File: config.mk
export PLATFORM = sky130hd
export DESIGN_NAME = bit_watchdog
export DESIGN_NICKNAME = d
export VERILOG_FILES = /design/src/logic/bit_prescaler.v /design/src/logic/bit_counter.v /design/src/logic/bit_watchdog.v
export VERILOG_INCLUDE_DIRS = /design/src /design/src/logic
export SDC_FILE = /design/constraint.sdc
export NUM_CORES = 1
export LEC_CHECK = 0
export BUFFER_PORTS_ARGS = -buffer_cell sky130_fd_sc_hd__clkbuf_2
export CAP_MARGIN = 20
export CORE_MARGIN = 4
export CORE_UTILIZATION = 50
export CTS_CLUSTER_SIZE = 12
export DETAILED_ROUTE_END_ITERATION = 8
export PLACE_DENSITY = 0.75
export SYNTH_ARGS = -nofsm -noshare
export SYNTH_HDL_FRONTEND = slang
export SYNTH_SLANG_ARGS = --single-unit
File: constraint.sdc
create_clock -name clk_i -period 2.4 [get_ports clk_i]
set_clock_uncertainty 0.1 [all_clocks]
set_input_delay 0.6 -clock clk_i [delete_from_list [all_inputs] [get_ports clk_i]]
set_output_delay 0.6 -clock clk_i [all_outputs]
set_load 0.01 [all_outputs]
File: src/logic/bit_defines.vh
`ifndef BIT_DEFINES_VH
`define BIT_DEFINES_VH
// ==========================================================
// Register addresses
`define BIT_ADDR_CONTROL     8'hd3
`define BIT_ADDR_COUNTER     8'hfd
// ==========================================================
// Control register reset value and fields
`define BIT_CONTROL_RESET    8'h00
`define BIT_WD_KEY_MSB       7
`define BIT_WD_KEY_LSB       4
`define BIT_WD_OFF_KEY       4'ha
`define BIT_SEL_MSB          3
`define BIT_SEL_LSB          2
`define BIT_CNT_CLR_BIT      1
`define BIT_DIV_CLR_BIT      0
// ==========================================================
// Tick select codes and divide ratios
`define BIT_SEL_DIV4096      2'h0
`define BIT_SEL_DIV1024      2'h1
`define BIT_SEL_DIV128       2'h2
`define BIT_DIV_WIDTH        12
`define BIT_DIV4096_TAP      11
`define BIT_DIV1024_TAP      9
`define BIT_DIV128_TAP       6
// ==========================================================
// Stabilization end bit of the counter
`define BIT_STAB_BIT         4
`endif

File: src/logic/bit_prescaler.v
`timescale 1ns/1ps
`include "bit_defines.vh"
// ==========================================================
// Free-running divider producing one-cycle tick enables
module bit_prescaler #(
  parameter WIDTH    = `BIT_DIV_WIDTH,
  parameter SLOW_TAP = `BIT_DIV4096_TAP,
  parameter MID_TAP  = `BIT_DIV1024_TAP,
  parameter FAST_TAP = `BIT_DIV128_TAP
) (
  input  wire       clk_i,
  input  wire       resetn_i,
  input  wire       clear_i,
  input  wire       run_i,
  input  wire [1:0] sel_i,
  output wire       tick_o
);
  reg  [WIDTH-1:0] div_reg;
  wire [WIDTH-1:0] div_next;
  wire [WIDTH-1:0] carry;
  reg              tap;

  // Carry chain: carry k is set when bits k down to 0 are all one
  assign div_next = div_reg + {{(WIDTH-1){1'b0}}, 1'b1};
  genvar k;
  generate
    for (k = 0; k < WIDTH; k = k + 1) begin : g_carry
      assign carry[k] = &div_reg[k:0];
    end
  endgenerate

  // Divider clears on strobe; held while run is low
  always @(posedge clk_i or negedge resetn_i) begin
    if (!resetn_i) begin
      div_reg <= {WIDTH{1'b0}};
    end else if (clear_i) begin
      div_reg <= {WIDTH{1'b0}};
    end else if (run_i) begin
      div_reg <= div_next;
    end
  end

  // Tap select; unused code falls back to the slowest rate
  always @* begin
    case (sel_i)
      `BIT_SEL_DIV1024: tap = carry[MID_TAP];
      `BIT_SEL_DIV128:  tap = carry[FAST_TAP];
      default:          tap = carry[SLOW_TAP];
    endcase
  end

  assign tick_o = run_i & ~clear_i & tap;
endmodule // bit_prescaler

File: src/logic/bit_counter.v
`timescale 1ns/1ps
`include "bit_defines.vh"
// ==========================================================
// 8-bit up-counter with wrap and bit-4 carry pulses
module bit_counter #(
  parameter WIDTH = 8
) (
  input  wire             clk_i,
  input  wire             resetn_i,
  input  wire             clear_i,
  input  wire             tick_i,
  output reg  [WIDTH-1:0] count_o,
  output wire             wrap_o,
  output wire             stab_o
);
  // Wrap from all ones is the carry out of the top bit
  assign wrap_o = tick_i & (&count_o);
  assign stab_o = tick_i & (&count_o[`BIT_STAB_BIT:0]);

  // Clear beats tick so a kick always restarts the interval
  always @(posedge clk_i or negedge resetn_i) begin
    if (!resetn_i) begin
      count_o <= {WIDTH{1'b0}};
    end else if (clear_i) begin
      count_o <= {WIDTH{1'b0}};
    end else if (tick_i) begin
      count_o <= count_o + {{(WIDTH-1){1'b0}}, 1'b1};
    end
  end
endmodule // bit_counter

File: src/logic/bit_watchdog.v
`timescale 1ns/1ps
`include "bit_defines.vh"
// ==========================================================
// Contract
// - Tick from divider: 4096, 1024 or 128
// - Read-only 8-bit counter at FDh
// - Read/write control register at D3h
// - Control resets to 00h: watchdog on, /4096
// - Watchdog off only with key 1010b
// - Any other key: overflow resets the chip
// - Control bit 1 clears counter
// - Control bit 0 clears divider
// - Enabled watchdog resets on each overflow; code resets only in run state, not during stabilization
// - Overflow is carry out of bit 7
// - After reset tick is CPU clock /4096
// - Stop wake: /4096 on reset, else preset
// - CPU clock gated until bit 4 carry
module bit_watchdog #(
  parameter DIV_WIDTH = `BIT_DIV_WIDTH,
  parameter SLOW_TAP  = `BIT_DIV4096_TAP,
  parameter MID_TAP   = `BIT_DIV1024_TAP,
  parameter FAST_TAP  = `BIT_DIV128_TAP
) (
  input  wire       clk_i,
  input  wire       resetn_i,
  input  wire [7:0] addr_i,
  input  wire       wr_i,
  input  wire       rd_i,
  input  wire [7:0] wdata_i,
  output reg  [7:0] rdata_o,
  input  wire       stop_i,
  input  wire       wake_irq_i,
  output wire       cpu_clk_en_o,
  output wire       overflow_o,
  output reg        wdt_reset_o
);
  // ==========================================================
  // States of the oscillation stabilization sequencer
  localparam ST_STAB = 3'b001;
  localparam ST_RUN  = 3'b010;
  localparam ST_STOP = 3'b100;

  reg  [7:0] ctrl_reg;
  reg  [7:0] ctrl_next;
  reg  [2:0] state_reg;
  reg  [2:0] state_next;
  reg        force_slow_reg;
  reg        force_slow_next;
  reg        stop_s1_reg;
  reg        stop_s2_reg;
  reg        wake_s1_reg;
  reg        wake_s2_reg;
  wire       ctrl_wr;
  wire       cnt_clr;
  wire       div_clr;
  wire       wd_enabled;
  wire [1:0] sel_eff;
  wire       tick;
  wire       wrap;
  wire       stab;
  wire [7:0] count;
  wire       running;

  // ==========================================================
  // Register write decode
  assign ctrl_wr = wr_i & (addr_i == `BIT_ADDR_CONTROL);
  assign cnt_clr = ctrl_wr & wdata_i[`BIT_CNT_CLR_BIT];
  assign div_clr = ctrl_wr & wdata_i[`BIT_DIV_CLR_BIT];

  // Strobe bits are never stored, so they always read back zero
  always @* begin
    ctrl_next = ctrl_reg;
    if (ctrl_wr) begin
      ctrl_next = {wdata_i[7:2], 2'b00};
    end
  end

  // Control register; reset value enables the watchdog at /4096
  always @(posedge clk_i or negedge resetn_i) begin
    if (!resetn_i) begin
      ctrl_reg <= `BIT_CONTROL_RESET;
    end else begin
      ctrl_reg <= ctrl_next;
    end
  end

  // ==========================================================
  // Stop and wake requests come from other logic; synchronised anyway
  always @(posedge clk_i or negedge resetn_i) begin
    if (!resetn_i) begin
      stop_s1_reg <= 1'b0;
      stop_s2_reg <= 1'b0;
      wake_s1_reg <= 1'b0;
      wake_s2_reg <= 1'b0;
    end else begin
      stop_s1_reg <= stop_i;
      stop_s2_reg <= stop_s1_reg;
      wake_s1_reg <= wake_irq_i;
      wake_s2_reg <= wake_s1_reg;
    end
  end

  // ==========================================================
  // Sequencer: after reset the CPU waits for the bit 4 carry
  always @* begin
    state_next      = state_reg;
    force_slow_next = force_slow_reg;
    case (state_reg)
      ST_STAB: begin
        if (stab) begin
          state_next      = ST_RUN;
          force_slow_next = 1'b0;
        end
      end
      ST_RUN: begin
        if (stop_s2_reg) begin
          state_next = ST_STOP;
        end
      end
      ST_STOP: begin
        // Interrupt wake keeps the preset tick selection
        if (wake_s2_reg) begin
          state_next      = ST_STAB;
          force_slow_next = 1'b0;
        end
      end
      default: begin
        state_next      = ST_STAB;
        force_slow_next = 1'b1;
      end
    endcase
  end

  // Power-on reset enters stabilization at the slowest rate
  always @(posedge clk_i or negedge resetn_i) begin
    if (!resetn_i) begin
      state_reg      <= ST_STAB;
      force_slow_reg <= 1'b1;
    end else begin
      state_reg      <= state_next;
      force_slow_reg <= force_slow_next;
    end
  end

  assign running      = (state_reg != ST_STOP);
  assign cpu_clk_en_o = (state_reg == ST_RUN);
  assign sel_eff      = force_slow_reg ? `BIT_SEL_DIV4096 : ctrl_reg[`BIT_SEL_MSB:`BIT_SEL_LSB];

  // ==========================================================
  // Divider and counter
  // Taps are parameters so a short divider can stand in for the long one
  bit_prescaler #(
    .WIDTH    (DIV_WIDTH),
    .SLOW_TAP (SLOW_TAP),
    .MID_TAP  (MID_TAP),
    .FAST_TAP (FAST_TAP)
  ) i_bit_prescaler (
    .clk_i    (clk_i),
    .resetn_i (resetn_i),
    .clear_i  (div_clr),
    .run_i    (running),
    .sel_i    (sel_eff),
    .tick_o   (tick)
  );

  bit_counter #(
    .WIDTH    (8)
  ) i_bit_counter (
    .clk_i    (clk_i),
    .resetn_i (resetn_i),
    .clear_i  (cnt_clr),
    .tick_i   (tick),
    .count_o  (count),
    .wrap_o   (wrap),
    .stab_o   (stab)
  );

  assign overflow_o = wrap;

  // ==========================================================
  // Watchdog reset; the key test uses the stored upper nibble
  assign wd_enabled = (ctrl_reg[`BIT_WD_KEY_MSB:`BIT_WD_KEY_LSB] != `BIT_WD_OFF_KEY);

  // Registered one-cycle reset request; software must kick first
  always @(posedge clk_i or negedge resetn_i) begin
    if (!resetn_i) begin
      wdt_reset_o <= 1'b0;
    end else begin
      wdt_reset_o <= wrap & wd_enabled & (state_reg == ST_RUN);
    end
  end

  // ==========================================================
  // Registered read port; unmapped addresses read zero
  always @(posedge clk_i or negedge resetn_i) begin
    if (!resetn_i) begin
      rdata_o <= 8'h00;
    end else if (rd_i) begin
      case (addr_i)
        `BIT_ADDR_CONTROL: rdata_o <= ctrl_reg;
        `BIT_ADDR_COUNTER: rdata_o <= count;
        default:           rdata_o <= 8'h00;
      endcase
    end
  end
endmodule // bit_watchdog

Word level (Yosys, flattened, before mapping):

Index checks and enable logic that the tools add are counted.

* register bits: 43
* bits of input ports: 22
* output and inout bits: 11
* word-level logic and storage cells: 59

* $add $sub $neg: 2
* equality and inequality tests: 12
* multiplexer cells: 14
* bitwise logic cells: 11
* reductions and logical operators: 9

Operators by type and width (count)
* 12-bit two-way mux: 2
* 8-bit == test (second input constant): 2
* 8-bit two-way mux: 2
* 8-bit case mux with 2 select lines: 1
* 12-bit by 1-bit adder with 12-bit output (second input constant): 1
* 12-bit AND reduction: 1
* 10-bit AND reduction: 1
* 1-bit AND: 9
* 3-bit two-way mux: 3
* 3-bit case mux with 3 select lines: 1
* 8-bit by 1-bit adder with 8-bit output (second input constant): 1
* 8-bit AND reduction: 1
* 7-bit AND reduction: 1
* 3-bit AND reduction: 2
* 5-bit AND reduction: 1
* 2-bit by 1-bit inequality test with 1-bit output (second input constant): 2
* 4-bit inequality test (second input constant): 1
* 2-bit nonzero test: 2
* 3-bit by 1-bit == test with 1-bit output (second input constant): 1
* 3-bit by 2-bit == test with 1-bit output (second input constant): 1
* 3-bit == test (second input constant): 1
* 3-bit inequality test (second input constant): 1
* 1-bit case mux with 3 select lines: 1
* 2-bit by 1-bit == test with 1-bit output (second input constant): 1
* 6 further kinds: 8

Longest topological paths before layout:

Gate-level depths: netlist of the first run.

* depth after elaboration: 9
* mapped depth: 8
* gate-level depth less buffers: 7

Cells and area by module:

A second synthesis of the first run with hierarchy kept.

* cell total of the unflattened synthesis: 197
* area, all modules: 2127.0 um^2

By module, submodules not included
* bit_watchdog: instances 1, cells an instance 86, area each 1012.2 um^2, sequential area each 578.1 um^2
* bit_prescaler: instances 1, cells an instance 70, area each 681.9 um^2, sequential area each 300.3 um^2
* bit_counter: instances 1, cells an instance 41, area each 432.9 um^2, sequential area each 200.2 um^2

Worst setup path after synthesis of the first run:

Ideal clock, no wire load.

* kind: input to output
* from: input addr_i[3]
* to: output overflow_o
* arrival: 1871 ps
* required time: 1700 ps
* path slack: -171 ps
* stages on the path: 5
* path buffers: 1
* cells stage by stage: or4b_1 > nor3_2 > a2111o_1 > buf_2 > nor2_1

* cells in the longest elaborated chain, start to end: 7

RTL lines
* from (decl): RTL line bit_watchdog.v:26 `input wire [7:0] addr_i,`
* 8-bit == test
* 1-bit AND: RTL line bit_watchdog.v:66 `` assign ctrl_wr = wr_i & (addr_i == `BIT_ADDR_CONTROL); ``
* 1-bit AND: RTL line bit_watchdog.v:68 `` assign div_clr = ctrl_wr & wdata_i[`BIT_DIV_CLR_BIT]; ``
* 1-bit NOT: RTL line bit_prescaler.v:52 `assign tick_o = run_i & ~clear_i & tap;`
* 1-bit AND (2 in series): RTL line bit_prescaler.v:52
* 1-bit AND: RTL line bit_counter.v:17 `assign wrap_o = tick_i & (&count_o);`
* to (decl): RTL line bit_watchdog.v:34 `output wire overflow_o,`

No other way between the ends.

Worst setup path after layout of the first run:

* from: register force_slow_reg
* to: output overflow_o

* cells in the longest elaborated chain, start to end: 5
* elaborated cells between the ends (all ways): 6
* classes of those cells: 2 x eq/ne; 2 x mux; 2 x bitwise

RTL lines
* from (decl): RTL line bit_watchdog.v:47 `reg force_slow_reg;`
* from (signal assigned): RTL line bit_watchdog.v:141 `force_slow_reg <= force_slow_next;`
* 2-bit two-way mux (*): RTL line bit_watchdog.v:147 `` assign sel_eff = force_slow_reg ? `BIT_SEL_DIV4096 : ctrl_reg[`BIT_SEL_MSB:`BIT_SEL_LSB]; ``
* 2-bit == test / 2-bit by 1-bit == test with 1-bit output (equally long branches): RTL line bit_prescaler.v:45 `case (sel_i)`
* 1-bit case mux with 2 select lines (*): RTL line bit_prescaler.v:45
* 1-bit AND (*): RTL line bit_prescaler.v:52
* 1-bit AND (*): RTL line bit_counter.v:17

Mark *: on every way between the ends. The rest lies on a longest branch, timed or not.

==> out/summary.txt, run 1 <==
root buffer cell - clkbuf_8
fill count - 307
Pre-antenna DRT Iters - 4
most frequent cell after synthesis - dfrtp_1
Avg WL per Cell - 15.3 µm
EDFF count, synth - 0
Finish-stage setup viols - 2
Max stage delay on crit path - 0.56 ns
worst hold path depth - 0
fraction of registers with async set/reset - 100%
WS Path Type - reg -> out
synthesized cell area - 2040 µm²
slowest stage cell, crit path - dfstp_2
drt drc - 0
Worst setup EP type - output pin
DRT iter0 DRCs - 115
CTS Buf Count - 5
clock period minus worst slack - 2.57 ns
number of flip-flops in the largest register - 12
hold endpoint - wake_s2_reg
Ys Warns - 0
top-area cell type share of the netlist area - 50.3%
sequential area share after synthesis - 52.9%
RSZ-0062 raised after global routing - true
initial antenna violation count - 0
largest net degree at the start of global routing - 44
maximum clock insertion buffer count - 2
Worst R2R End - i_bit_counter.count_o[7]
clk sinks - 43
Max rail drop VDD - 0.381 mV
largest cells by area after synthesis - dfrtp_1 (50%), a21oi_1 (4.4%), nor2_1 (4.0%)
R2R cell count - 7
most frequent cells after synthesis - dfrtp_1 (41), nor2_1 (22), nand2_1 (19)
CTS tree - yes
layout cells sized above 1 - 31.0%
vias per inst - 5.48
RePlAce Congestion - 0.811
Area Overhead vs Synth - 24.4%
leakage - 1.16 nW
ANT cells - 0
largest area contributor in the netlist - dfrtp_1
post-route setup slack - -0.173 ns
Max Cap Violations - 0
R2R setup slack - 0 ns
Final ANT Viol Nets - 0
Mapped Avg Cell Area - 10.3 µm²
io pins - 33
Final Instance Count excl. Fillers - 296
Critical Path AT - 1.87 ns
Critical Path RT - 1.70 ns
Least-Margin Pin Slew - 0.576 ns
gr usage total - 19.1%
die width - 71.9 µm
syn nets - 225
clk_lat worst skew - 0.30 ns
Fmax achieved - 389 MHz
Crit Path Max Fanout - 3
Post-Route WL - 4510 µm
DP HPWL - 3170 µm
Hold Path Class - reg -> reg
Relative slew margins - 61.0%
wire length of the first global-routing pass - 7680 µm
vias - 1,621
# port buffers - 32
Final Hold Fails - 0
critical-path cell list - nor2b_2 -> ha_4 -> a221oi_2 -> a2111o_1 -> nor2_4 -> buf_6
DP Cell Count - 286
vias in the first global route - 1,646
crit path launch type - flop
outcome - finished with violations
clk slew on worst S/H paths - 0.08 ns
reg-to-reg startpoint - force_slow_reg
Syn Inst Count - 198
PD cells - 669 nW/µm²
flops & latches, synth - 43
H-tree depth - 2
main flop type after synthesis - dfrtp_1
Die Ht - 71.9 µm
DIE AREA - 5160 µm²
max-slew violations - 0
row count - 22
Core Area - 3800 µm²
Total Nets Final - 274
failing checks - negative setup slack
Starting Density - 53.7%
hold_sp - wake_s1_reg
Netlist cell types - 42
part of the cycle the worst path needs - 107%
hold_ws - 0.251 ns
total gr overflow - 0
-- layout make-up --
type	count	area (µm²)	share of cell area, %
Tap cell	48	60.1	2.37
Inverter	8	30.0	1.18
Clock inverter	2	35.0	1.38
Multi-Input combinational cell	141	963	38.0
Clock buffer	6	82.6	3.26
Sequential cell	43	1080	42.5
Timing Repair Buffer	48	287	11.3
-- placed cells by master, fill, tap and decap left out, types with 2 or more instances in the layout --
cell / netlist / routed
a21oi_1: 18 / 18
a22oi_1: 6 / 6
and3_1: 3 / 3
buf_4: 1 / 16
clkbuf_2: 0 / 31
clkbuf_8: 0 / 6
dfrtp_1: 41 / 41
dfstp_2: 2 / 2
ha_1: 5 / 3
ha_4: 0 / 2
inv_1: 8 / 7
mux2_2: 6 / 6
nand2_1: 19 / 19
nand3_1: 8 / 8
nand4_1: 3 / 3
nor2_1: 22 / 21
nor3_1: 2 / 2
nor3b_1: 2 / 2
o21ai_0: 7 / 7
o31ai_1: 3 / 3
or3_1: 5 / 5
or4_1: 3 / 3
xnor2_1: 4 / 4
xor2_1: 6 / 6
-- per-layer routing --
layer / GRT usage (%) / wire [µm] / share of wire [%]
met2: 29.5 / 2170 / 48
met1: 25.5 / 2070 / 46
met5: 0 / 0 / 0
met4: 6.89 / 75 / 1.7
met3: 5.61 / 198 / 4.4
-- worst max path at each step --
stage / startpoint / endpoint / slack [ns] / cells after the start
floorplan: addr_i[5] / overflow_o / -0.006 / 5
global placement: addr_i[5] / overflow_o / -0.05 / 6
detailed placement: addr_i[5] / overflow_o / -0.06 / 6
CTS: force_slow_reg / overflow_o / -0.17 / 5
global route: force_slow_reg / overflow_o / -0.23 / 7
finish: force_slow_reg / overflow_o / -0.17 / 6
-- stage by stage --
stage	util (%)	worst slack, ns	TNS (ns)	power (W)	area, µm²
floorplan	-	-0.00639	-0.00639	0.00101	2060
global placement	62.0	-0.0525	-0.0643	0.00110	2350
detailed placement	62.0	-0.0638	-0.145	0.00111	2350
CTS	66.1	-0.170	-0.170	0.00170	2510
global route	66.8	-0.233	-0.412	0.00179	2540
finish	66.8	-0.173	-0.176	0.00170	2540
-- cell families after synthesis --
kind of cell,count (synthesis),synth area share [%]
DFF,43,52.9
and+or+nand+nor,79,20.8
buffers and inverters,14,2.82
xor gates and xnor gates,10,4.29
adders and majority gates,5,3.07
AOI/OAI and AO/OA,40,12.3
muxes,7,3.80
-- critical path, delay by kind of cell (launching register included) --
kind | cells | cell delay, ns
AO/OA/AOI/OAI | 2 | 0.46
adder cells (fa/ha/maj) | 1 | 0.28
buffers and inverters | 1 | 0.10
flip-flops | 1 | 0.56
AND/OR/NAND/NOR | 2 | 0.17
-- power breakdown --
part	internal, W	total, W	switching (W)
Sequential	0.000806	0.000883	0.0000771
Combinational	0.000113	0.000226	0.000114
Clock	0.000337	0.000586	0.000249
-- what timing repair did --
item	in CTS	in global routing
gates resized for setup	6	4
pin swaps	3	2
endpoints found under the setup margin	4	4
hold buffers	0	0
setup buffers	1	1
Note: power is estimated with default switching activity, not from simulation.
==> inputs of run 2 (changes only) <==
--- a/config.mk
+++ b/config.mk
@@ -6,13 +6,14 @@
 export SDC_FILE = /design/constraint.sdc
 export NUM_CORES = 1
 export LEC_CHECK = 0
+export ABC_AREA = 1
 export BUFFER_PORTS_ARGS = -buffer_cell sky130_fd_sc_hd__clkbuf_2
 export CAP_MARGIN = 20
 export CORE_MARGIN = 4
 export CORE_UTILIZATION = 50
 export CTS_CLUSTER_SIZE = 12
 export DETAILED_ROUTE_END_ITERATION = 8
-export PLACE_DENSITY = 0.75
+export PLACE_DENSITY = 0.74
 export SYNTH_ARGS = -nofsm -noshare
 export SYNTH_HDL_FRONTEND = slang
 export SYNTH_SLANG_ARGS = --single-unit
==> run 2 against run 1 <==
  * The flow still finishes with violations (negative setup slack)
  * Sequential share of layout area decreased by 0.58 points
  * Sequential power is 0.7% higher
  * Global-route usage is 0.75 points lower
  * Wire length up 0.84%
  * Design area rose by 1.4%
  * Register-to-register slack improved by 0.48 ns
  * Core utilization decreased by 3.4 points
  * Critical path depth rose by 2
  * Critical endpoint unchanged
==> out/summary.txt, run 2 <==
outcome - finished with violations (unchanged)
failing checks - negative setup slack (unchanged)
number of flip-flops in the largest register - 12 (unchanged)
area share of fa/ha/maj cells after synthesis - 2.95% (was 3.07%)
die width - 73.2 µm (was 71.9 µm)
WS Path Type - reg -> out (unchanged)
Relative slew margins - 63.6% (was 61.0%)
DP HPWL - 3300 µm (was 3170 µm)
DRT iter0 DRCs - 149 (was 115)
largest family of logic cells by synthesized area - simple AND/OR/NAND/NOR gates (unchanged)
root buffer cell - clkbuf_8 (unchanged)
clk slew on worst S/H paths - 0.09 ns (was 0.08 ns)
leakage - 1.34 nW (was 1.16 nW)
TNS Setup - -0.0453 ns (was -0.176 ns)
RePlAce Congestion - 0.844 (was 0.811)
Finish-stage setup viols - 1 (was 2)
Critical Path AT - 1.75 ns (was 1.87 ns)
hold buffer count at CTS - 0 (unchanged)
Pre-antenna DRT Iters - 4 (unchanged)
clock period minus worst slack - 2.45 ns (was 2.57 ns)
most frequent cells after synthesis - nand2_1 (52), dfrtp_1 (41), inv_1 (40) (was dfrtp_1 (41), nor2_1 (22), nand2_1 (19))
DIE AREA - 5350 µm² (was 5160 µm²)
critical-path cell list - nor2_2 -> buf_4 -> ha_1 -> nand3_1 -> nand3_2 -> nand3_4 -> nor2_4 -> buf_6 (was nor2b_2 -> ha_4 -> a221oi_2 -> a2111o_1 -> nor2_4 -> buf_6)
Critical Path RT - 1.70 ns (about the same)
crit path launch type - flop (unchanged)
Synth Area in Compound Gates - 8.84% (was 12.3%)
multiplexer share of the synthesized area - 1.06% (was 3.80%)
most common cell after layout, fill and taps aside - nand2_1 (was dfrtp_1)
flops & latches, synth - 43 (unchanged)
max-slew violations - 0 (unchanged)
Netlist cell types - 29 (was 42)
commonest cells after routing, fill and taps aside - nand2_1 (51), dfrtp_1 (41), inv_1 (36) (was dfrtp_1 (41), clkbuf_2 (31), nor2_1 (21))
CP top delay family - flip-flops (unchanged)
row count - 23 (was 22)
synthesized cell area - 2120 µm² (was 2040 µm²)
Max Cap Violations - 0 (unchanged)
sequential area share after synthesis - 50.8% (was 52.9%)
Die Ht - 73.2 µm (was 71.9 µm)
Mapped Avg Cell Area - 8.33 µm² (was 10.3 µm²)
total gr overflow - 0 (unchanged)
Ys Warns - 0 (unchanged)
Max rail drop VDD - 0.306 mV (was 0.381 mV)
# port buffers - 32 (unchanged)
Worst setup EP type - output pin (unchanged)
CTS Buf Count - 5 (unchanged)
Final ANT Viol Nets - 0 (unchanged)
drt drc - 0 (unchanged)
Total Nets Final - 330 (was 274)
most frequent cell after synthesis - nand2_1 (was dfrtp_1)
largest net degree at the start of global routing - 44 (unchanged)
PD cells - 658 nW/µm² (was 669 nW/µm²)
Crit Path Max Fanout - 4 (was 3)
R2R setup slack - 0.48 ns (was 0 ns)
Final Hold Fails - 0 (unchanged)
clk sinks - 43 (unchanged)
Starting Density - 52.3% (was 53.7%)
CTS tree - yes (unchanged)
Syn Inst Count - 255 (was 198)
XOR/XNOR share of the synthesized area - 0.825% (was 4.29%)
top-area cell type share of the netlist area - 48.3% (was 50.3%)
syn nets - 282 (was 225)
largest cells by area after synthesis - dfrtp_1 (48%), nand2_1 (9.2%), inv_1 (7.1%) (was dfrtp_1 (50%), a21oi_1 (4.4%), nor2_1 (4.0%))
RSZ-0062 raised after global routing - true (unchanged)
Bufs and invs on worst path - 2 (was 1)
largest area contributor in the netlist - dfrtp_1 (unchanged)
Hold Path Class - reg -> reg (unchanged)
Synth Area in Simple Gates - 27.9% (was 20.8%)
vias per inst - 5.13 (was 5.48)
fraction of registers with async set/reset - 100% (unchanged)
Area Overhead vs Synth - 21.1% (was 24.4%)
slowest stage cell, crit path - dfstp_2 (unchanged)
initial antenna violation count - 0 (unchanged)
clk_lat worst skew - 0.30 ns (about the same)
EDFF count, synth - 0 (unchanged)
vias in the first global route - 1,713 (was 1,646)
main flop type after synthesis - dfrtp_1 (unchanged)
maximum clock insertion buffer count - 2 (unchanged)
Post-Route WL - 4550 µm (was 4510 µm)
Least-Margin Pin Slew - 0.545 ns (was 0.576 ns)
io pins - 33 (unchanged)
post-route setup slack - -0.0453 ns (was -0.173 ns)
part of the cycle the worst path needs - 102% (was 107%)
H-tree depth - 2 (unchanged)
layout cells sized above 1 - 26.6% (was 31.0%)
Fmax achieved - 409 MHz (was 389 MHz)
gr usage total - 18.4% (was 19.1%)
pre-CTS setup slack - 0.114 ns (was -0.0638 ns)
fill count - 342 (was 307)
area of the multi-input gates - 940 µm² (was 963 µm²)
Avg WL per Cell - 12.9 µm (was 15.3 µm)
vias - 1,817 (was 1,621)
wire length of the first global-routing pass - 7670 µm (was 7680 µm)
Max stage delay on crit path - 0.59 ns (was 0.56 ns)
Storage cell area - 1080 µm² (unchanged)
Core Area - 4060 µm² (was 3800 µm²)
ANT cells - 0 (unchanged)
-- run 2: cell count changes in the layout (fill, tap and decap cells not counted), moves of 8 or more --
cell     before  now
inv_1         7   36
nor3_1        2   11
nand3_1       8   16
a21oi_1      18   10
nand2_1      19   51
-- run 2: timing repair --
| action | in CTS | in global routing |
|---|---|---|
| pin swaps | 7 | 7 |
| resized for setup | 7 | 11 |
| setup endpoints to repair | 1 | 1 |
| setup buffers | 3 | 4 |
| hold endpoints to repair | 0 | 0 |
-- run 2: per-layer routing --
| metal | routed length [µm] | GRT usage, % |
|---|---|---|
| met5 | 0 | 0 |
| met4 | 37 | 5.53 |
| met3 | 215 | 4.27 |
| met2 | 2110 | 28.0 |
| met1 | 2190 | 26.0 |
-- run 2: worst paths after layout --
kind | startpoint | to | cells after the start
worst min register to register | wake_s1_reg | wake_s2_reg | 0
worst max-delay path | force_slow_reg | overflow_o | 8
max in group asynchronous | resetn_i | i_bit_counter.count_o[6] | 2
worst max register to register | force_slow_reg | i_bit_counter.count_o[5] | 10
min in group asynchronous | resetn_i | i_bit_prescaler.div_reg[11] | 2
worst min-delay path | wake_s1_reg | wake_s2_reg | 0
-- run 2: cell families (layout without fill, tap and decap cells) --
logic type,count (synthesis),count (layout)
adders and majority gates,5,5
muxes,2,2
buffers and inverters,43,92
DFF,43,43
and+or+nand+nor,126,126
AOI/OAI and AO/OA,34,34
xor gates and xnor gates,2,2
-- run 2: power by group --
group	switching (W)	internal, W
Clock	0.000255	0.000200
Sequential	0.0000708	0.000818
Combinational	0.000210	0.000138
-- run 2: layout make-up --
class                      count  share of cell area, %
tap                           50                   2.43
clock inverter                 3                  0.584
clock buffer                   5                   2.68
multi-input combinational    169                   36.5
inverter                      40                   5.84
timing repair buffer          44                   9.98
sequential                    43                   41.9
-- run 2: stage by stage --
| step | std cells | utilization [%] | hold WS, ns | power (W) | area [µm²] |
|---|---|---|---|---|---|
| finish | 354 | 63.4 | 0.252 | 0.00169 | 2570 |
| global route | 354 | 63.4 | 0.276 | 0.00179 | 2570 |
| CTS | 350 | 61.5 | 0.255 | 0.00169 | 2500 |
| detailed placement | 339 | 58.4 | 0.237 | 0.00124 | 2370 |
| global placement | 339 | 58.4 | 0.233 | 0.00122 | 2370 |
| floorplan | 255 | - | 0.204 | 0.00114 | 2120 |
==> inputs of run 3 (changes only) <==
==> constraint.sdc (replaced) <==
create_clock -name clk_i -period 2.15 [get_ports clk_i]
set_clock_uncertainty 0.1 [all_clocks]
set_input_delay 0.5375 -clock clk_i [delete_from_list [all_inputs] [get_ports clk_i]]
set_output_delay 0.5375 -clock clk_i [all_outputs]
set_load 0.01 [all_outputs]
==> run 3 against run 2 <==
  * The run still ends with negative setup slack left
  * Combinational power increased by 37%
  * First-iteration DRC count rose by 8.1%
  * Cell count is 2.0% higher
  * Flip-flop and latch count unchanged
  * Via count up 3.6%
  * Wire length increased by 4.9%
  * Critical path type unchanged
  * Largest power group unchanged
  * Highest routed layer unchanged
==> out/summary.txt, run 3 (synthesis results as in run 2) <==
Final ANT Viol Nets - 0 (unchanged)
Avg WL per Cell - 13.2 µm (was 12.9 µm)
wire length of the first global-routing pass - 7670 µm (about the same)
Relative slew margins - 63.7% (was 63.6%)
Critical Path AT - 1.67 ns (was 1.75 ns)
Max rail drop VDD - 0.421 mV (was 0.306 mV)
# port buffers - 32 (unchanged)
clk sinks - 43 (unchanged)
vias - 1,883 (was 1,817)
maximum clock insertion buffer count - 2 (unchanged)
drt drc - 0 (unchanged)
Pre-antenna DRT Iters - 4 (unchanged)
total gr overflow - 0 (unchanged)
post-route setup slack - -0.162 ns (was -0.0453 ns)
Area Overhead vs Synth - 26.4% (was 21.1%)
crit path launch type - flop (unchanged)
DP HPWL - 3540 µm (was 3300 µm)
fin area - 2680 µm² (was 2570 µm²)
Max Cap Violations - 0 (unchanged)
Crit Path Max Fanout - 3 (was 4)
Final Hold Fails - 0 (unchanged)
Hold Path Class - in -> async (was reg -> reg)
Total Nets Final - 337 (was 330)
Die Ht - 73.2 µm (unchanged)
H-tree depth - 2 (unchanged)
Critical Path RT - 1.51 ns (was 1.70 ns)
DIE AREA - 5350 µm² (unchanged)
CTS Buf Count - 5 (unchanged)
Fmax achieved - 432 MHz
max-slew violations - 0 (unchanged)
clk slew on worst S/H paths - 0.08 ns (was 0.09 ns)
CTS tree - yes (unchanged)
leakage - 1.40 nW (was 1.34 nW)
layout cells sized above 1 - 28.3% (was 26.6%)
commonest cells after routing, fill and taps aside - nand2_1 (51), dfrtp_1 (41), inv_1 (37) (was nand2_1 (51), dfrtp_1 (41), inv_1 (36))
RePlAce Congestion - 0.861 (was 0.844)
root buffer cell - clkbuf_8 (unchanged)
Least-Margin Pin Slew - 0.541 ns (was 0.545 ns)
die width - 73.2 µm (unchanged)
initial antenna violation count - 0 (unchanged)
failing checks - negative setup slack (unchanged)
Starting Density - 52.3% (unchanged)
Worst setup EP type - output pin (unchanged)
RSZ-0062 raised after global routing - true (unchanged)
DP Cell Count - 348 (was 339)
Core Area - 4060 µm² (unchanged)
WS Path Type - reg -> out (unchanged)
row count - 23 (unchanged)
outcome - finished with violations (unchanged)
R2R setup slack - 0.31 ns (was 0.48 ns)
Finish-stage setup viols - 1 (unchanged)
gr usage total - 18.7% (was 18.4%)
clock period minus worst slack - 2.31 ns
ANT cells - 0 (unchanged)
PD cells - 825 nW/µm² (was 658 nW/µm²)
DRT iter0 DRCs - 161 (was 149)
Final Instance Count excl. Fillers - 361 (was 354)
io pins - 33 (unchanged)
most common cell after layout, fill and taps aside - nand2_1 (unchanged)
clk_lat worst skew - 0.30 ns (about the same)
largest net degree at the start of global routing - 25 (was 44)
number of flip-flops in the largest register - 12 (unchanged)
placed cell areas - 2450 µm² (was 2370 µm²)
vias per inst - 5.22 (was 5.13)
part of the cycle the worst path needs - 108%
Post-Route WL - 4770 µm (was 4550 µm)
vias in the first global route - 1,713 (unchanged)
[run 3: cell types whose count changed in the layout (fill, tap and decap cells not counted), sizes merged]
cell,change
buf,+7
bufinv,+2
clkbuf,+1
clkinv,-3
[run 3: per-layer routing]
metal | track usage (%) | part of all wire (%) | vias up
met1 | 25.3 | 45 | 889
met3 | 5.10 | 6.1 | 4
met2 | 29.4 | 49 | 48
li1 | - | - | 942
met5 | 0 | 0 | -
met4 | 5.53 | 0.71 | 0
[run 3: cell type report]
type	instances	area (µm²)
Fill cell	327	1370
Clock buffer	6	72.6
Clock inverter	2	60.1
Inverter	40	150
Timing Repair Buffer	51	315
Multi-Input combinational cell	169	945
Sequential cell	43	1080
Tap cell	50	62.6
[run 3: timing repair]
action,in CTS,in global routing
gates resized for setup,5,12
gates cloned,0,0
pin swaps,6,4
setup buffers,4,1
setup endpoints to repair,1,1
hold buffers,0,0
[run 3: per-stage QoR]
stage          hold WS, ns  worst slack [ns]  utilization [%]  power, W  TNS (ns)
2_1_floorplan        0.142            0.0955                -   0.00127         0
3_3_place_gp         0.233           -0.0230             60.4   0.00141   -0.0230
3_5_place_dp         0.236           -0.0602             60.4   0.00143   -0.0602
4_1_cts              0.117            -0.219             64.7   0.00219    -0.219
5_1_grt              0.127            -0.238             66.1   0.00234    -0.238
6_report             0.101            -0.162             66.1   0.00221    -0.162
[run 3: where the power goes]
group | switching [W] | internal [W] | leakage (nW)
registers | 0.0000765 | 0.000914 | 0.503
logic | 0.000271 | 0.000206 | 0.835
clock network | 0.000283 | 0.000464 | 0.0654
[run 3: critical path, cell delays in order (launching register included)]
cell     delay (ns)
dfstp_2        0.56
nor2_2         0.05
buf_4          0.13
ha_1           0.17
nand3_1        0.09
nand3_2        0.10
nand3_2        0.10
nor2_2         0.04
buf_2          0.13
[run 3: final timing paths]
check / from / endpoint / cells past startpoint
hold / removal: resetn_i / i_bit_prescaler.div_reg[5] / 1
max in group asynchronous: resetn_i / wdt_reset_o / 2
hold reg to reg: wake_s1_reg / wake_s2_reg / 0
setup / recovery: force_slow_reg / overflow_o / 8
min in group clk_i: stop_i / stop_s1_reg / 1
setup reg to reg: state_reg[0] / i_bit_prescaler.div_reg[11] / 10
